$ cat src/shared/regpwm_pkg.sv
package regpwm_pkg;

	// register byte addresses on the apb bus
	localparam logic [11:0] CFG_ADDR  = 12'h000;
	localparam logic [11:0] STAT_ADDR = 12'h004;

	// power_config_reg fields
	localparam int          CFG_W          = 6;
	localparam int          CFG_BOOST_EN   = 0;
	localparam int          CFG_LINREG_EN  = 1;
	localparam int          CFG_SPREAD_EN  = 2;
	localparam int          CFG_SPREAD_TRI = 3;
	localparam int          CFG_B2_EN      = 4;
	localparam int          CFG_B3_EN      = 5;
	localparam logic [5:0]  CFG_RST        = 6'h30;

	// power_status_reg fields; bits 4:0 are sticky, write one to clear
	localparam int          FLAG_W         = 5;
	localparam int          ST_BOOST_FAIL  = 0;
	localparam int          ST_BOOST_OT    = 1;
	localparam int          ST_LINREG_OT   = 2;
	localparam int          ST_LINREG_FAIL = 3;
	localparam int          ST_OV_TRIP     = 4;
	localparam int          ST_CODE_LSB    = 8;
	localparam int          ST_MAIN_ACT    = 12;
	localparam int          ST_PERI_ACT    = 13;
	localparam int          ST_BLANK_LSB   = 16;
	localparam int          ST_MAIN_PIN    = 20;
	localparam int          ST_PERI_PIN    = 21;

	// oscillator and switching timing
	localparam int          CLK_PERIOD_NS  = 10;
	localparam logic [6:0]  OSC_NOM_CYC    = 7'h3c;
	localparam logic [3:0]  FREQ_CODE_MAX  = 4'hf;
	localparam logic [3:0]  PRE_TICKS      = 4'ha;
	localparam logic [1:0]  BOOT_PERIOD    = 2'h3;
	localparam int          DEAD_PRE_NS    = 25;
	localparam int          DEAD_POST_NS   = 20;
	localparam logic [2:0]  DEAD_PRE_CYC   =
		3'((DEAD_PRE_NS + CLK_PERIOD_NS - 1) / CLK_PERIOD_NS);
	localparam logic [2:0]  DEAD_POST_CYC  =
		3'((DEAD_POST_NS + CLK_PERIOD_NS - 1) / CLK_PERIOD_NS);

	// current-limit protection
	localparam logic [2:0]  LIM_HITS       = 3'h5;
	localparam logic [4:0]  BLANK_CYCLES   = 5'h10;
	localparam logic [2:0]  LS_BLANK_CYC   = 3'h3;

	// reset stretch
	localparam int          MAIN_RESET_OUT_HOLD_US   = 1000;

endpackage : regpwm_pkg

$ cat src/logic/post_conv.sv
`timescale 1ns/1ps
`default_nettype none

module post_conv #(
	parameter bit SYNC = 1'b1
) (
	input  wire logic core_clk,  // core clock
	input  wire logic rst_n,     // async reset, active low
	input  wire logic ce,        // clock enable
	input  wire logic enable,    // converter enabled
	input  wire logic cycStart,  // switching cycle start pulse
	input  wire logic pwmOff,    // modulator ends on-time
	input  wire logic dutyCap,   // forced end of on-time
	input  wire logic skip,      // skip this cycle
	input  wire logic hsLimit,   // main switch current limit
	input  wire logic lsLimit,   // low-side current limit
	output wire logic hsGate,    // main switch gate
	output wire logic lsGate,    // low-side gate
	output wire logic blanking   // forced-off window running
);

	typedef enum logic [3:0] {
		S_OFF  = 4'b0001,
		S_HS   = 4'b0010,
		S_DEAD = 4'b0100,
		S_LS   = 4'b1000
	} conv_st_t;

	conv_st_t   st_r,    st_nxt;
	logic [2:0] dly_r,   dly_nxt;
	logic [2:0] hits_r,  hits_nxt;
	logic [4:0] blank_r, blank_nxt;
	logic [2:0] lsBl_r,  lsBl_nxt;
	logic       early_r, early_nxt;

	// gates are state bits, so they leave straight from flops
	assign hsGate   = st_r[1];
	assign lsGate   = st_r[3];
	assign blanking = blank_r != 5'h00;

	// cycle sequencing and limit counting
	always_comb
	begin
		st_nxt    = st_r;
		dly_nxt   = dly_r;
		hits_nxt  = hits_r;
		blank_nxt = blank_r;
		lsBl_nxt  = lsBl_r;
		early_nxt = 1'b0;
		if (!enable)
		begin
			st_nxt    = S_OFF;
			hits_nxt  = 3'h0;
			blank_nxt = 5'h00;
		end
		else if (cycStart)
		begin
			hits_nxt = hsLimit ? hits_r + 3'h1 : 3'h0;
			if (blank_r != 5'h00)
			begin
				blank_nxt = blank_r - 5'h01;
				st_nxt    = S_OFF;
			end
			else if (hsLimit && hits_r == regpwm_pkg::LIM_HITS - 3'h1)
			begin
				blank_nxt = regpwm_pkg::BLANK_CYCLES;
				hits_nxt  = 3'h0;
				st_nxt    = S_OFF;
			end
			else if (skip)
				st_nxt = S_OFF;
			else
				st_nxt = S_HS;
		end
		else
		begin
			case (st_r)
				S_HS:
					if (hsLimit || pwmOff || dutyCap)
					begin
						st_nxt  = SYNC ? S_DEAD : S_OFF;
						dly_nxt = regpwm_pkg::DEAD_POST_CYC - 3'h1;
					end
				S_DEAD:
					if (dly_r == 3'h0)
					begin
						st_nxt   = S_LS;
						lsBl_nxt = regpwm_pkg::LS_BLANK_CYC;
					end
					else
						dly_nxt = dly_r - 3'h1;
				S_LS:
					// comparator ignored while blanked
					if (lsBl_r != 3'h0)
					begin
						lsBl_nxt  = lsBl_r - 3'h1;
						early_nxt = lsBl_r == 3'h1;
					end
					else if (lsLimit)
					begin
						st_nxt = S_OFF;
						if (early_r)
							blank_nxt = regpwm_pkg::BLANK_CYCLES;
					end
				S_OFF:
					st_nxt = S_OFF;
				default:
					st_nxt = S_OFF;
			endcase
		end
	end

	always_ff @(posedge core_clk or negedge rst_n)
	begin
		if (!rst_n)
		begin
			st_r    <= S_OFF;
			dly_r   <= 3'h0;
			hits_r  <= 3'h0;
			blank_r <= 5'h00;
			lsBl_r  <= 3'h0;
			early_r <= 1'b0;
		end
		else if (ce)
		begin
			st_r    <= st_nxt;
			dly_r   <= dly_nxt;
			hits_r  <= hits_nxt;
			blank_r <= blank_nxt;
			lsBl_r  <= lsBl_nxt;
			early_r <= early_nxt;
		end
	end

endmodule : post_conv

`default_nettype wire

$ cat src/logic/spread_gen.sv
`timescale 1ns/1ps
`default_nettype none

module spread_gen (
	input  wire logic       core_clk, // core clock
	input  wire logic       rst_n,    // async reset, active low
	input  wire logic       ce,       // clock enable
	input  wire logic       enable,   // spreading on
	input  wire logic       triMode,  // 1 triangle, 0 pseudo-random
	input  wire logic       step,     // once per pre-regulator cycle
	output wire logic [3:0] code      // oscillator frequency code
);

	logic [3:0] code_r, code_nxt;
	logic [3:0] lfsr_r, lfsr_nxt;
	logic       up_r,   up_nxt;
	logic       goUp;

	assign code = code_r;

	// single-step walk while enabled; disabling sends the code straight back to 0
	always_comb
	begin
		code_nxt = code_r;
		lfsr_nxt = lfsr_r;
		up_nxt   = up_r;
		goUp     = up_r;
		if (!enable)
		begin
			code_nxt = 4'h0;
			up_nxt   = 1'b1;
		end
		else if (step)
		begin
			lfsr_nxt = {lfsr_r[2:0], lfsr_r[3] ^ lfsr_r[2]};
			goUp     = triMode ? up_r : lfsr_r[0];
			if (code_r == regpwm_pkg::FREQ_CODE_MAX)
				goUp = 1'b0;
			if (code_r == 4'h0)
				goUp = 1'b1;
			code_nxt = goUp ? code_r + 4'h1 : code_r - 4'h1;
			up_nxt   = goUp;
		end
	end

	always_ff @(posedge core_clk or negedge rst_n)
	begin
		if (!rst_n)
		begin
			code_r <= 4'h0;
			lfsr_r <= 4'h1; // lfsr must never hold all zeros
			up_r   <= 1'b1;
		end
		else if (ce)
		begin
			code_r <= code_nxt;
			lfsr_r <= lfsr_nxt;
			up_r   <= up_nxt;
		end
	end

endmodule : spread_gen

`default_nettype wire

$ cat src/logic/regulator_pwm_protection_ctl.sv
`timescale 1ns/1ps
`default_nettype none

module regulator_pwm_protection_ctl #(
	parameter int MAIN_RESET_OUT_HOLD_US = regpwm_pkg::MAIN_RESET_OUT_HOLD_US
) (
	input  wire logic        core_clk,          // core clock, 100 MHz
	input  wire logic        rst_n,             // async reset, active low
	input  wire logic        ce,                // clock enable
	input  wire logic        psel,              // apb select
	input  wire logic        penable,           // apb enable
	input  wire logic        pwrite,            // apb write
	input  wire logic [11:0] paddr,             // apb byte address
	input  wire logic [31:0] pwdata,            // apb write data
	output var  logic [31:0] prdata,            // apb read data
	output var  logic        pready,            // apb ready
	output var  logic        pslverr,           // apb error
	input  wire logic        preregPeakTrip,    // peak-current comparator
	output wire logic        preregHsGate,      // pre-regulator high gate
	output wire logic        preregLsGate,      // pre-regulator low gate
	input  wire logic        b2PwmOff,          // second rail on-time end
	input  wire logic        b2HsLimit,         // second rail high limit
	input  wire logic        b2LsLimit,         // second rail low limit
	output wire logic        b2HsGate,          // second rail high gate
	output wire logic        b2LsGate,          // second rail low gate
	input  wire logic        b3PwmOff,          // third rail on-time end
	input  wire logic        b3HsLimit,         // third rail high limit
	input  wire logic        b3LsLimit,         // third rail low limit
	output wire logic        b3HsGate,          // third rail high gate
	output wire logic        b3LsGate,          // third rail low gate
	input  wire logic        boostPwmOff,       // boost on-time end
	input  wire logic        boostLimit,        // boost switch limit
	input  wire logic        boostLowLoad,      // boost pulse skip request
	output wire logic        boostSwitch,       // boost low-side switch
	input  wire logic        boostWinFault,     // boost out of window
	input  wire logic        boostOtIn,         // boost overtemperature
	input  wire logic        linregWinFault,    // linreg out of window
	input  wire logic        linregOtIn,        // linreg overtemperature
	input  wire logic        linregOvIn,        // linreg overvoltage
	input  wire logic        voltageCheckState, // device in voltage check
	input  wire logic        rampState,         // device in ramp
	input  wire logic        activeState,       // device active
	input  wire logic        fetRequest,        // sequencer wants fet on
	output var  logic        externalProtectionFet, // protection fet on
	output var  logic        errorRequest,      // request error state
	output var  logic        linregOn,          // linreg running
	output var  logic        auxSupplyAllow,    // gate_driver_supply may use aux_supply_pin
	output wire logic [3:0]  freqCode,          // oscillator frequency code
	input  wire logic        resetTrigger,      // any reset condition
	input  wire logic        watchdogTriggerPin, // watchdog trigger input
	input  wire logic        mainResetIn,       // main_reset_out pin level
	output var  logic        mainResetOut,      // main_reset_out drive value
	output var  logic        mainResetOeN,      // main reset drive, low drives
	input  wire logic        periResetIn,       // peripheral_reset_out level
	output var  logic        periResetOut,      // peripheral reset value
	output var  logic        periResetOeN       // peripheral drive, low drives
);

	localparam int HOLD_CYC =
		MAIN_RESET_OUT_HOLD_US * 1000 / regpwm_pkg::CLK_PERIOD_NS;

	typedef enum logic [3:0] {
		P_OFF  = 4'b0001,
		P_HS   = 4'b0010,
		P_DEAD = 4'b0100,
		P_LS   = 4'b1000
	} pre_st_t;

	function automatic logic [6:0] halfOf(input logic [6:0] p);
		halfOf = {1'b0, p[6:1]};
	endfunction : halfOf

	// oscillator state
	logic [6:0] oscPer;
	logic [6:0] phase_r, phase_nxt;
	logic [3:0] tickIdx_r, tickIdx_nxt;
	logic       oscWrap;
	logic       preStart;
	logic       pairStart;
	logic       b2Start;
	logic       pastHalf;

	// pre-regulator state
	pre_st_t    preSt_r, preSt_nxt;
	logic [2:0] preDly_r, preDly_nxt;
	logic [1:0] bootCnt_r, bootCnt_nxt;
	logic       bootCap;

	// register and protection state
	logic [regpwm_pkg::CFG_W-1:0]  cfg_r, cfg_nxt;
	logic [regpwm_pkg::FLAG_W-1:0] flags_r, flags_nxt;
	logic [31:0] rdata_nxt;
	logic        ready_nxt;
	logic        err_nxt;
	logic        ovTrip_r, ovTrip_nxt;
	logic        fet_nxt;
	logic        apbSetup;
	logic        apbAccess;
	logic        wrCfg;
	logic        wrStat;
	logic [31:0] statusWord;

	// reset stretch state
	logic [23:0] hold_r, hold_nxt;
	logic        mainAct_r, mainAct_nxt;
	logic        periAct_r, periAct_nxt;
	logic        wdPrev_r;
	logic        wdRise;

	logic [2:0]  blankVec;

	// one oscillator paces every rail; spreading lengthens its period
	assign oscPer    = regpwm_pkg::OSC_NOM_CYC + {3'h0, freqCode};
	assign oscWrap   = phase_r == oscPer - 7'h01;
	assign preStart  = oscWrap && tickIdx_r == regpwm_pkg::PRE_TICKS - 4'h1;
	assign pairStart = oscWrap && tickIdx_r[0];
	// 216 degrees is one tick plus a fifth of the next
	assign b2Start   = tickIdx_r[0] && phase_r == oscPer / 7'h05;
	assign pastHalf  = phase_r >= halfOf(oscPer);
	assign bootCap   = bootCnt_r == regpwm_pkg::BOOT_PERIOD &&
		tickIdx_r == regpwm_pkg::PRE_TICKS - 4'h1 && pastHalf;

	always_comb
	begin
		phase_nxt   = oscWrap ? 7'h00 : phase_r + 7'h01;
		tickIdx_nxt = tickIdx_r;
		if (oscWrap)
			tickIdx_nxt = (tickIdx_r == regpwm_pkg::PRE_TICKS - 4'h1) ?
				4'h0 : tickIdx_r + 4'h1;
	end

	always_ff @(posedge core_clk or negedge rst_n)
	begin
		if (!rst_n)
		begin
			phase_r   <= 7'h00;
			tickIdx_r <= 4'h0;
		end
		else if (ce)
		begin
			phase_r   <= phase_nxt;
			tickIdx_r <= tickIdx_nxt;
		end
	end

	// pre-regulator gate sequence
	assign preregHsGate = preSt_r[1];
	assign preregLsGate = preSt_r[3];

	always_comb
	begin
		preSt_nxt   = preSt_r;
		preDly_nxt  = preDly_r;
		bootCnt_nxt = bootCnt_r;
		if (preStart)
		begin
			preSt_nxt   = P_HS;
			bootCnt_nxt = bootCnt_r + 2'h1;
		end
		else
		begin
			case (preSt_r)
				P_HS:
					// no trip in dropout: gate stays on until bootCap cuts it in every fourth cycle
					if (preregPeakTrip || bootCap)
					begin
						preSt_nxt  = P_DEAD;
						preDly_nxt = regpwm_pkg::DEAD_PRE_CYC - 3'h1;
					end
				P_DEAD:
					if (preDly_r == 3'h0)
						preSt_nxt = P_LS;
					else
						preDly_nxt = preDly_r - 3'h1;
				P_LS:
					preSt_nxt = P_LS;
				P_OFF:
					preSt_nxt = P_OFF;
				default:
					preSt_nxt = P_OFF;
			endcase
		end
	end

	always_ff @(posedge core_clk or negedge rst_n)
	begin
		if (!rst_n)
		begin
			preSt_r   <= P_OFF;
			preDly_r  <= 3'h0;
			bootCnt_r <= 2'h0;
		end
		else if (ce)
		begin
			preSt_r   <= preSt_nxt;
			preDly_r  <= preDly_nxt;
			bootCnt_r <= bootCnt_nxt;
		end
	end

	// post converters share one engine
	post_conv #(.SYNC(1'b1)) u_second (
		.core_clk (core_clk),
		.rst_n    (rst_n),
		.ce       (ce),
		.enable   (cfg_r[regpwm_pkg::CFG_B2_EN]),
		.cycStart (b2Start),
		.pwmOff   (b2PwmOff),
		.dutyCap  (1'b0),
		.skip     (1'b0),
		.hsLimit  (b2HsLimit),
		.lsLimit  (b2LsLimit),
		.hsGate   (b2HsGate),
		.lsGate   (b2LsGate),
		.blanking (blankVec[0])
	);

	post_conv #(.SYNC(1'b1)) u_third (
		.core_clk (core_clk),
		.rst_n    (rst_n),
		.ce       (ce),
		.enable   (cfg_r[regpwm_pkg::CFG_B3_EN]),
		.cycStart (pairStart),
		.pwmOff   (b3PwmOff),
		.dutyCap  (1'b0),
		.skip     (1'b0),
		.hsLimit  (b3HsLimit),
		.lsLimit  (b3LsLimit),
		.hsGate   (b3HsGate),
		.lsGate   (b3LsGate),
		.blanking (blankVec[1])
	);

	// boost: asynchronous, 75% cap at half of its second tick
	post_conv #(.SYNC(1'b0)) u_boost (
		.core_clk (core_clk),
		.rst_n    (rst_n),
		.ce       (ce),
		.enable   (cfg_r[regpwm_pkg::CFG_BOOST_EN]),
		.cycStart (pairStart),
		.pwmOff   (boostPwmOff),
		.dutyCap  (tickIdx_r[0] && pastHalf),
		.skip     (boostLowLoad),
		.hsLimit  (boostLimit),
		.lsLimit  (1'b0),
		.hsGate   (boostSwitch),
		.lsGate   (),
		.blanking (blankVec[2])
	);

	spread_gen u_spread (
		.core_clk (core_clk),
		.rst_n    (rst_n),
		.ce       (ce),
		.enable   (cfg_r[regpwm_pkg::CFG_SPREAD_EN]),
		.triMode  (cfg_r[regpwm_pkg::CFG_SPREAD_TRI]),
		.step     (preStart),
		.code     (freqCode)
	);

	// status word assembled for reads
	always_comb
	begin
		statusWord = 32'h0000_0000;
		statusWord[regpwm_pkg::FLAG_W-1:0] = flags_r;
		statusWord[regpwm_pkg::ST_CODE_LSB +: 4] = freqCode;
		statusWord[regpwm_pkg::ST_MAIN_ACT] = mainAct_r;
		statusWord[regpwm_pkg::ST_PERI_ACT] = periAct_r;
		statusWord[regpwm_pkg::ST_BLANK_LSB +: 3] = blankVec;
		statusWord[regpwm_pkg::ST_MAIN_PIN] = mainResetIn;
		statusWord[regpwm_pkg::ST_PERI_PIN] = periResetIn;
	end

	assign apbSetup  = psel && !penable;
	assign apbAccess = psel && penable && pready;
	assign wrCfg     = apbAccess && pwrite && paddr == regpwm_pkg::CFG_ADDR;
	assign wrStat    = apbAccess && pwrite && paddr == regpwm_pkg::STAT_ADDR;

	// apb slave plus enable and fault bookkeeping
	always_comb
	begin
		ready_nxt  = apbSetup; // one wait-free access cycle
		rdata_nxt  = prdata;
		err_nxt    = pslverr;
		cfg_nxt    = cfg_r;
		flags_nxt  = flags_r;
		ovTrip_nxt = ovTrip_r;
		if (apbSetup)
		begin
			err_nxt   = 1'b0;
			rdata_nxt = 32'h0000_0000;
			case (paddr)
				regpwm_pkg::CFG_ADDR:
					rdata_nxt[regpwm_pkg::CFG_W-1:0] = cfg_r;
				regpwm_pkg::STAT_ADDR:
					rdata_nxt = statusWord;
				default:
					err_nxt = 1'b1;
			endcase
		end
		if (wrCfg)
		begin
			cfg_nxt = pwdata[regpwm_pkg::CFG_W-1:0];
			// restart refused while the overtemp flag still reads 1
			if (flags_r[regpwm_pkg::ST_BOOST_OT])
				cfg_nxt[regpwm_pkg::CFG_BOOST_EN] = 1'b0;
			if (flags_r[regpwm_pkg::ST_LINREG_OT])
				cfg_nxt[regpwm_pkg::CFG_LINREG_EN] = 1'b0;
		end
		if (wrStat)
			flags_nxt = flags_r & ~pwdata[regpwm_pkg::FLAG_W-1:0];
		// hardware sets come last so they win over a clear
		if (boostWinFault)
		begin
			flags_nxt[regpwm_pkg::ST_BOOST_FAIL] = 1'b1;
			cfg_nxt[regpwm_pkg::CFG_BOOST_EN]    = 1'b0;
		end
		if (boostOtIn)
		begin
			flags_nxt[regpwm_pkg::ST_BOOST_OT] = 1'b1;
			cfg_nxt[regpwm_pkg::CFG_BOOST_EN]  = 1'b0;
		end
		if (linregOtIn)
		begin
			flags_nxt[regpwm_pkg::ST_LINREG_OT] = 1'b1;
			cfg_nxt[regpwm_pkg::CFG_LINREG_EN]  = 1'b0;
		end
		if (linregWinFault)
		begin
			flags_nxt[regpwm_pkg::ST_LINREG_FAIL] = 1'b1;
			cfg_nxt[regpwm_pkg::CFG_LINREG_EN]    = 1'b0;
		end
		// trip holds until the sequencer drops its fet request
		if (!fetRequest)
			ovTrip_nxt = 1'b0;
		if (linregOvIn && (voltageCheckState || rampState))
		begin
			ovTrip_nxt = 1'b1;
			flags_nxt[regpwm_pkg::ST_OV_TRIP] = 1'b1;
		end
		fet_nxt = fetRequest && !ovTrip_nxt;
	end

	always_ff @(posedge core_clk or negedge rst_n)
	begin
		if (!rst_n)
		begin
			prdata                <= 32'h0000_0000;
			pready                <= 1'b0;
			pslverr               <= 1'b0;
			cfg_r                 <= regpwm_pkg::CFG_RST;
			flags_r               <= '0;
			ovTrip_r              <= 1'b0;
			externalProtectionFet <= 1'b0;
			errorRequest          <= 1'b0;
			linregOn              <= 1'b0;
			auxSupplyAllow        <= 1'b0;
		end
		else if (ce)
		begin
			prdata                <= rdata_nxt;
			pready                <= ready_nxt;
			pslverr               <= err_nxt;
			cfg_r                 <= cfg_nxt;
			flags_r               <= flags_nxt;
			ovTrip_r              <= ovTrip_nxt;
			externalProtectionFet <= fet_nxt;
			errorRequest          <= ovTrip_nxt;
			linregOn              <= cfg_nxt[regpwm_pkg::CFG_LINREG_EN];
			auxSupplyAllow        <= activeState;
		end
	end

	// reset stretch and peripheral latch
	assign wdRise = watchdogTriggerPin && !wdPrev_r;

	always_comb
	begin
		hold_nxt    = hold_r;
		mainAct_nxt = mainAct_r;
		if (resetTrigger)
		begin
			hold_nxt    = 24'(HOLD_CYC);
			mainAct_nxt = 1'b1;
		end
		else if (hold_r != 24'h000000)
			hold_nxt = hold_r - 24'h000001;
		else
			mainAct_nxt = 1'b0;
		// edges seen while main reset is low are ignored
		periAct_nxt = periAct_r;
		if (mainAct_nxt)
			periAct_nxt = 1'b1;
		else if (wdRise)
			periAct_nxt = 1'b0;
	end

	always_ff @(posedge core_clk or negedge rst_n)
	begin
		if (!rst_n)
		begin
			hold_r       <= 24'(HOLD_CYC);
			mainAct_r    <= 1'b1;
			periAct_r    <= 1'b1;
			wdPrev_r     <= 1'b0;
			mainResetOut <= 1'b0;
			periResetOut <= 1'b0;
			mainResetOeN <= 1'b0;
			periResetOeN <= 1'b0;
		end
		else if (ce)
		begin
			hold_r       <= hold_nxt;
			mainAct_r    <= mainAct_nxt;
			periAct_r    <= periAct_nxt;
			wdPrev_r     <= watchdogTriggerPin;
			mainResetOut <= 1'b0; // open drain: only ever pulls low
			periResetOut <= 1'b0;
			mainResetOeN <= !mainAct_nxt;
			periResetOeN <= !periAct_nxt;
		end
	end

endmodule : regulator_pwm_protection_ctl

`default_nettype wire

$ cat config.mk
export PLATFORM = sky130hd
export DESIGN_NAME = regulator_pwm_protection_ctl
export DESIGN_NICKNAME = d
export VERILOG_FILES = /design/src/shared/regpwm_pkg.sv /design/src/logic/post_conv.sv /design/src/logic/spread_gen.sv /design/src/logic/regulator_pwm_protection_ctl.sv
export SDC_FILE = /design/constraint.sdc
export NUM_CORES = 1
export LEC_CHECK = 0
export ABC_AREA = 1
export ABC_CLOCK_PERIOD_IN_PS = 5000
export BUFFER_PORTS_ARGS = -buffer_cell sky130_fd_sc_hd__buf_4
export CORE_AREA = 2 2 125 127
export CTS_CLUSTER_DIAMETER = 150
export DETAILED_ROUTE_END_ITERATION = 16
export DIE_AREA = 0 0 127 129
export GPL_TIMING_DRIVEN = 0
export HOLD_SLACK_MARGIN = 0.03
export PLACE_DENSITY_LB_ADDON = 0.1
export RECOVER_POWER = 100
export SYNTH_ARGS = -nofsm -noshare
export SYNTH_HDL_FRONTEND = slang
export SYNTH_SLANG_ARGS = --single-unit
$ cat constraint.sdc
create_clock -name core_clk -period 5 [get_ports core_clk]
set_input_delay 1 -clock core_clk [delete_from_list [all_inputs] [get_ports core_clk]]
set_output_delay 1 -clock core_clk [all_outputs]
set_load 0.01 [all_outputs]
==> impl_metrics.csv <==
group,metric,value,unit
critical_path,crit_fanout,12,
finish,seq_area,3500,um2
timing,rsz0062_at_grt,"no",
clock_tree,post_cts_buffers,0,
logic_synthesis,seq_area_frac_synth,41.6,%
pwr,total_power,3040,uW
logic_synthesis,synth_area_leaders,"dfrtp_1 37%, nand2_1 8.4%, inv_1 7.0%",
die,start_util,56.1,%
route,wl,19400,um
run_status,violations,"max-capacitance violations, max-slew violations",
pwr,pwr_density_cell,311,nW/um2
logic_synthesis,synth_area,8410,um2
global_route,grt_pass1_wl,32700,um
global_route,grt-ovfl-total,0,
timing,finalCritPeriodShare,87.4,%
logic_synthesis,synth_edf_count,0,
logic_synthesis,synth_top_area_share,36.6,%
logic_synthesis,synth_top_cell_by_area,"dfrtp_1",
finish,num_antenna_cells,0,
clock_tree,cts_tree,"done",
timing,hold_viol,0,
timing,tightest_slew,3.32,ns
place,gp_congestion,0.844,
route,firstDrtPassIters,5,
clock_tree,clk_pin_slew_worst_paths,0.06,ns
logic_synthesis,yosysUniqueCellTypes,56,
route,post_drt_wl_per_cell,14.1,um
finish,areaGrowthSynthToFinish,16.1,%
finish,fillerInstances,1356,
clock_tree,cts.sinks,139,
critical_path,worst-path-buf-inv,4,
finish,utilization,65.2,%
timing,relSlewSlack,-121,%
critical_path,crit_chain,"inv_1 -> ha_1 -> inv_1 -> ha_1 -> inv_2 -> nand3_1 -> nand3_1 -> nand2_2 -> nand3_4 -> nand2_2 -> nand3_1 -> nand2_4 -> nand3_4 -> nand3_1 -> nand2_1 -> nor2_2 -> nand3_1 -> nand3_4 -> nand3_2 -> nand2_2 -> inv_1 -> nand3_1 -> nand2_1",
global_route,grt_max_degree,81,
critical_path,end_kind,"flip-flop",
logic_synthesis,async_flop_share,100,%
place,port_buffers,81,
critical_path,cp-start-kind,"flip-flop",
worst_hold_path,min_path_type,"flip-flop to flip-flop",
global_route,antenna_found_initial,0,
die,die-width,127,um
logic_synthesis,synth_ff_type,"dfrtp_1",
place,dp_hpwl,14200,um
clock_tree,cts_buffer_depth,2,
run_status,status,"finished, violations left",
pwr,max-vdd-ir-drop,0.000223,V
logic_synthesis,synthCells,1062,
die,dieHeight,129,um
global_route,grt_util_all_layers,24.8,%
logic_synthesis,synth-seq-cells,139,
place,dp_cells,1348,
critical_path,crit_path_top_delay_cell,"dfrtp_1",
finish,drive_above_1_share,12.2,%
critical_path,path_common_cell,"nand3_1",
die,rows,45,
run,maxCapViolations,1,
route,post_drt_via_cell_ratio,5.32,
route,postRouteAntennaNets,0,
critical_path,worstSetupPathType,"flip-flop to flip-flop",
route,vias,7333,
timing,drv_slew,60,
timing,fin_worst_skew,0.00887,ns
route,drt_iter0_drc,530,
logic_synthesis,synth_area_per_cell,7.92,um2
clock_tree,cts_htree_levels,4,
clock_tree,ctsHoldBuffers,0,
timing,setup_viol,0,
die,die_area,16400,um2
critical_path,path_delay_family,"simple AND/OR/NAND/NOR gates",
clock_tree,post_cts_resized,0,
logic_synthesis,ys_warn_count,0,
pwr,p_leak,0.00486,uW
clock_tree,clock_latency,0.42,ns
timing,finalSetupTns,0,ns
die,core_area,15000,um2
clock_tree,cts-buffers-inserted,17,
timing,holdWs,0.478,ns
timing,min_period,4.37,ns
finish,nets,1299,
die,ios,126,
critical_path,arrival,4.67,ns
finish,fin_cells,1378,
route,drc_errors,0,
critical_path,required,5.30,ns
clock_tree,root_buffer,"clkbuf_16",
global_route,grt_pass1_vias,6816,
critical_path,critPathMaxStageDelay,0.64,ns
timing,clock.fmax,229,MHz
finish,multi_input_area,4140,um2
cell usage after synthesis, types with 4 or more instances:
library cell and number:
nor2_1 99, nand2_1 189, dfstp_2 16, o21a_1 5
nor2_4 4, inv_1 157, o21bai_1 5, o22ai_1 10
o31ai_1 12, xnor2_1 11, ha_1 46, nand3_2 5
clkbuf_1 11, xor2_1 20, nand3b_1 6, o21ai_1 6
a31oi_1 11, nor3_1 22, nand3_1 70, nor4_1 14
dfrtp_1 123, o21ai_0 80, buf_4 17, nand4_1 18
inv_2 11, nand2_2 9, nor2_2 7, a21oi_1 37
logic make-up (layout without fill, tap and decap cells):
group                    count (synthesis)  after routing  synth area share [%]
AND/OR/NAND/NOR                        461            461                  25.6
buffers and inverters                  199            311                  9.64
AO/OA/AOI/OAI                          184            184                  12.8
flip-flops                             139            139                  41.6
adder cells (fa/ha/maj)                 47             47                  7.08
XOR/XNOR                                31             31                  3.23
other                                    1             17                0.0446
registers in the layout, summed over array words and instances, names as in the netlist, 4 cells and up:
name,count
u_third.blank_r,5
tickIdx_r,4
u_spread.code,4
u_third.st_r,4
cfg_r,6
phase_r,7
u_spread.lfsr_r,4
flags_r,5
u_boost.blank_r,5
u_second.blank_r,5
prdata,17
u_second.st_r,4
hold_r,24
preSt_r,4
final cells by class:
cell class	count	share of cell area [%]
multi-input cells	740	42.4
clock buffers	24	5.14
plain buffers	29	1.77
well taps	188	2.41
flip-flops and latches	139	35.8
clock inverters	6	0.885
inverters	170	6.54
repair buffers	82	5.05
worst register-to-register path, cell delays in order, from the launching register on:
cell and delay, ns:
dfrtp_1 0.64, inv_1 0.29, ha_1 0.37, inv_1 0.18
ha_1 0.28, inv_2 0.08, nand3_1 0.16, nand3_1 0.12
nand2_2 0.13, nand3_4 0.12, nand2_2 0.11, nand3_1 0.16
nand2_4 0.15, nand3_4 0.14, nand3_1 0.10, nand2_1 0.06
nor2_2 0.19, nand3_1 0.25, nand3_4 0.22, nand3_2 0.09
nand2_2 0.13, inv_1 0.13, nand3_1 0.11, nand2_1 0.06
worst paths after layout:
check                                              from                              end  slack [ns]  cells past startpoint
setup / recovery           u_spread.code[2]$_DFFE_PN0P_  u_second.blank_r[0]$_DFFE_PN0P_        0.63                     23
hold / removal              u_third.st_r[0]$_DFFE_PN1P_      u_third.st_r[0]$_DFFE_PN1P_        0.48                      2
setup reg to reg           u_spread.code[2]$_DFFE_PN0P_  u_second.blank_r[0]$_DFFE_PN0P_        0.63                     23
hold reg to reg             u_third.st_r[0]$_DFFE_PN1P_      u_third.st_r[0]$_DFFE_PN1P_        0.48                      2
max in group asynchronous                         rst_n         periResetOeN$_DFFE_PN0P_        1.44                      1
min in group asynchronous                         rst_n     u_third.dly_r[1]$_DFFE_PN0P_        1.69                      1
per-stage QoR:
stage / instance area [um2] / worst slack, ns
floorplan: 8470 / 1.63
global placement: 9310 / 0.936
detailed placement: 9340 / 0.911
CTS: 9930 / 0.909
global route: 9760 / 0.259
finish: 9760 / 0.630
cells in the final DEF (no fill, tap or decap), types with 10 or more instances in the layout:
master and n:
conb_1 17, clkbuf_16 17, nor2_1 99, nor4_1 14, o31ai_1 12, a21oi_1 37, o22ai_1 10, a31oi_1 11
xnor2_1 11, dfstp_2 16, ha_1 46, clkbuf_1 52, nor3_1 22, nand2_1 190, o21ai_0 82, xor2_1 20
dfrtp_1 123, nand3_1 72, buf_4 59, inv_1 162, nand4_1 19
power by group:
group / internal (uW) / switching (uW)
clock: 794 / 457
combinational: 180 / 283
sequential: 1230 / 93.3
total: 2210 / 833
layer usage:
layer  vias to the layer above  global-route usage (%)  wire length (um)
met5                         -                       0                 0
li1                       3691                       -                 -
met4                         0                    6.53               291
met2                       206                    38.8              8790
met1                      3411                    35.4              9350
met3                        25                    5.32               990
Power figures use the tool's default switching activity.
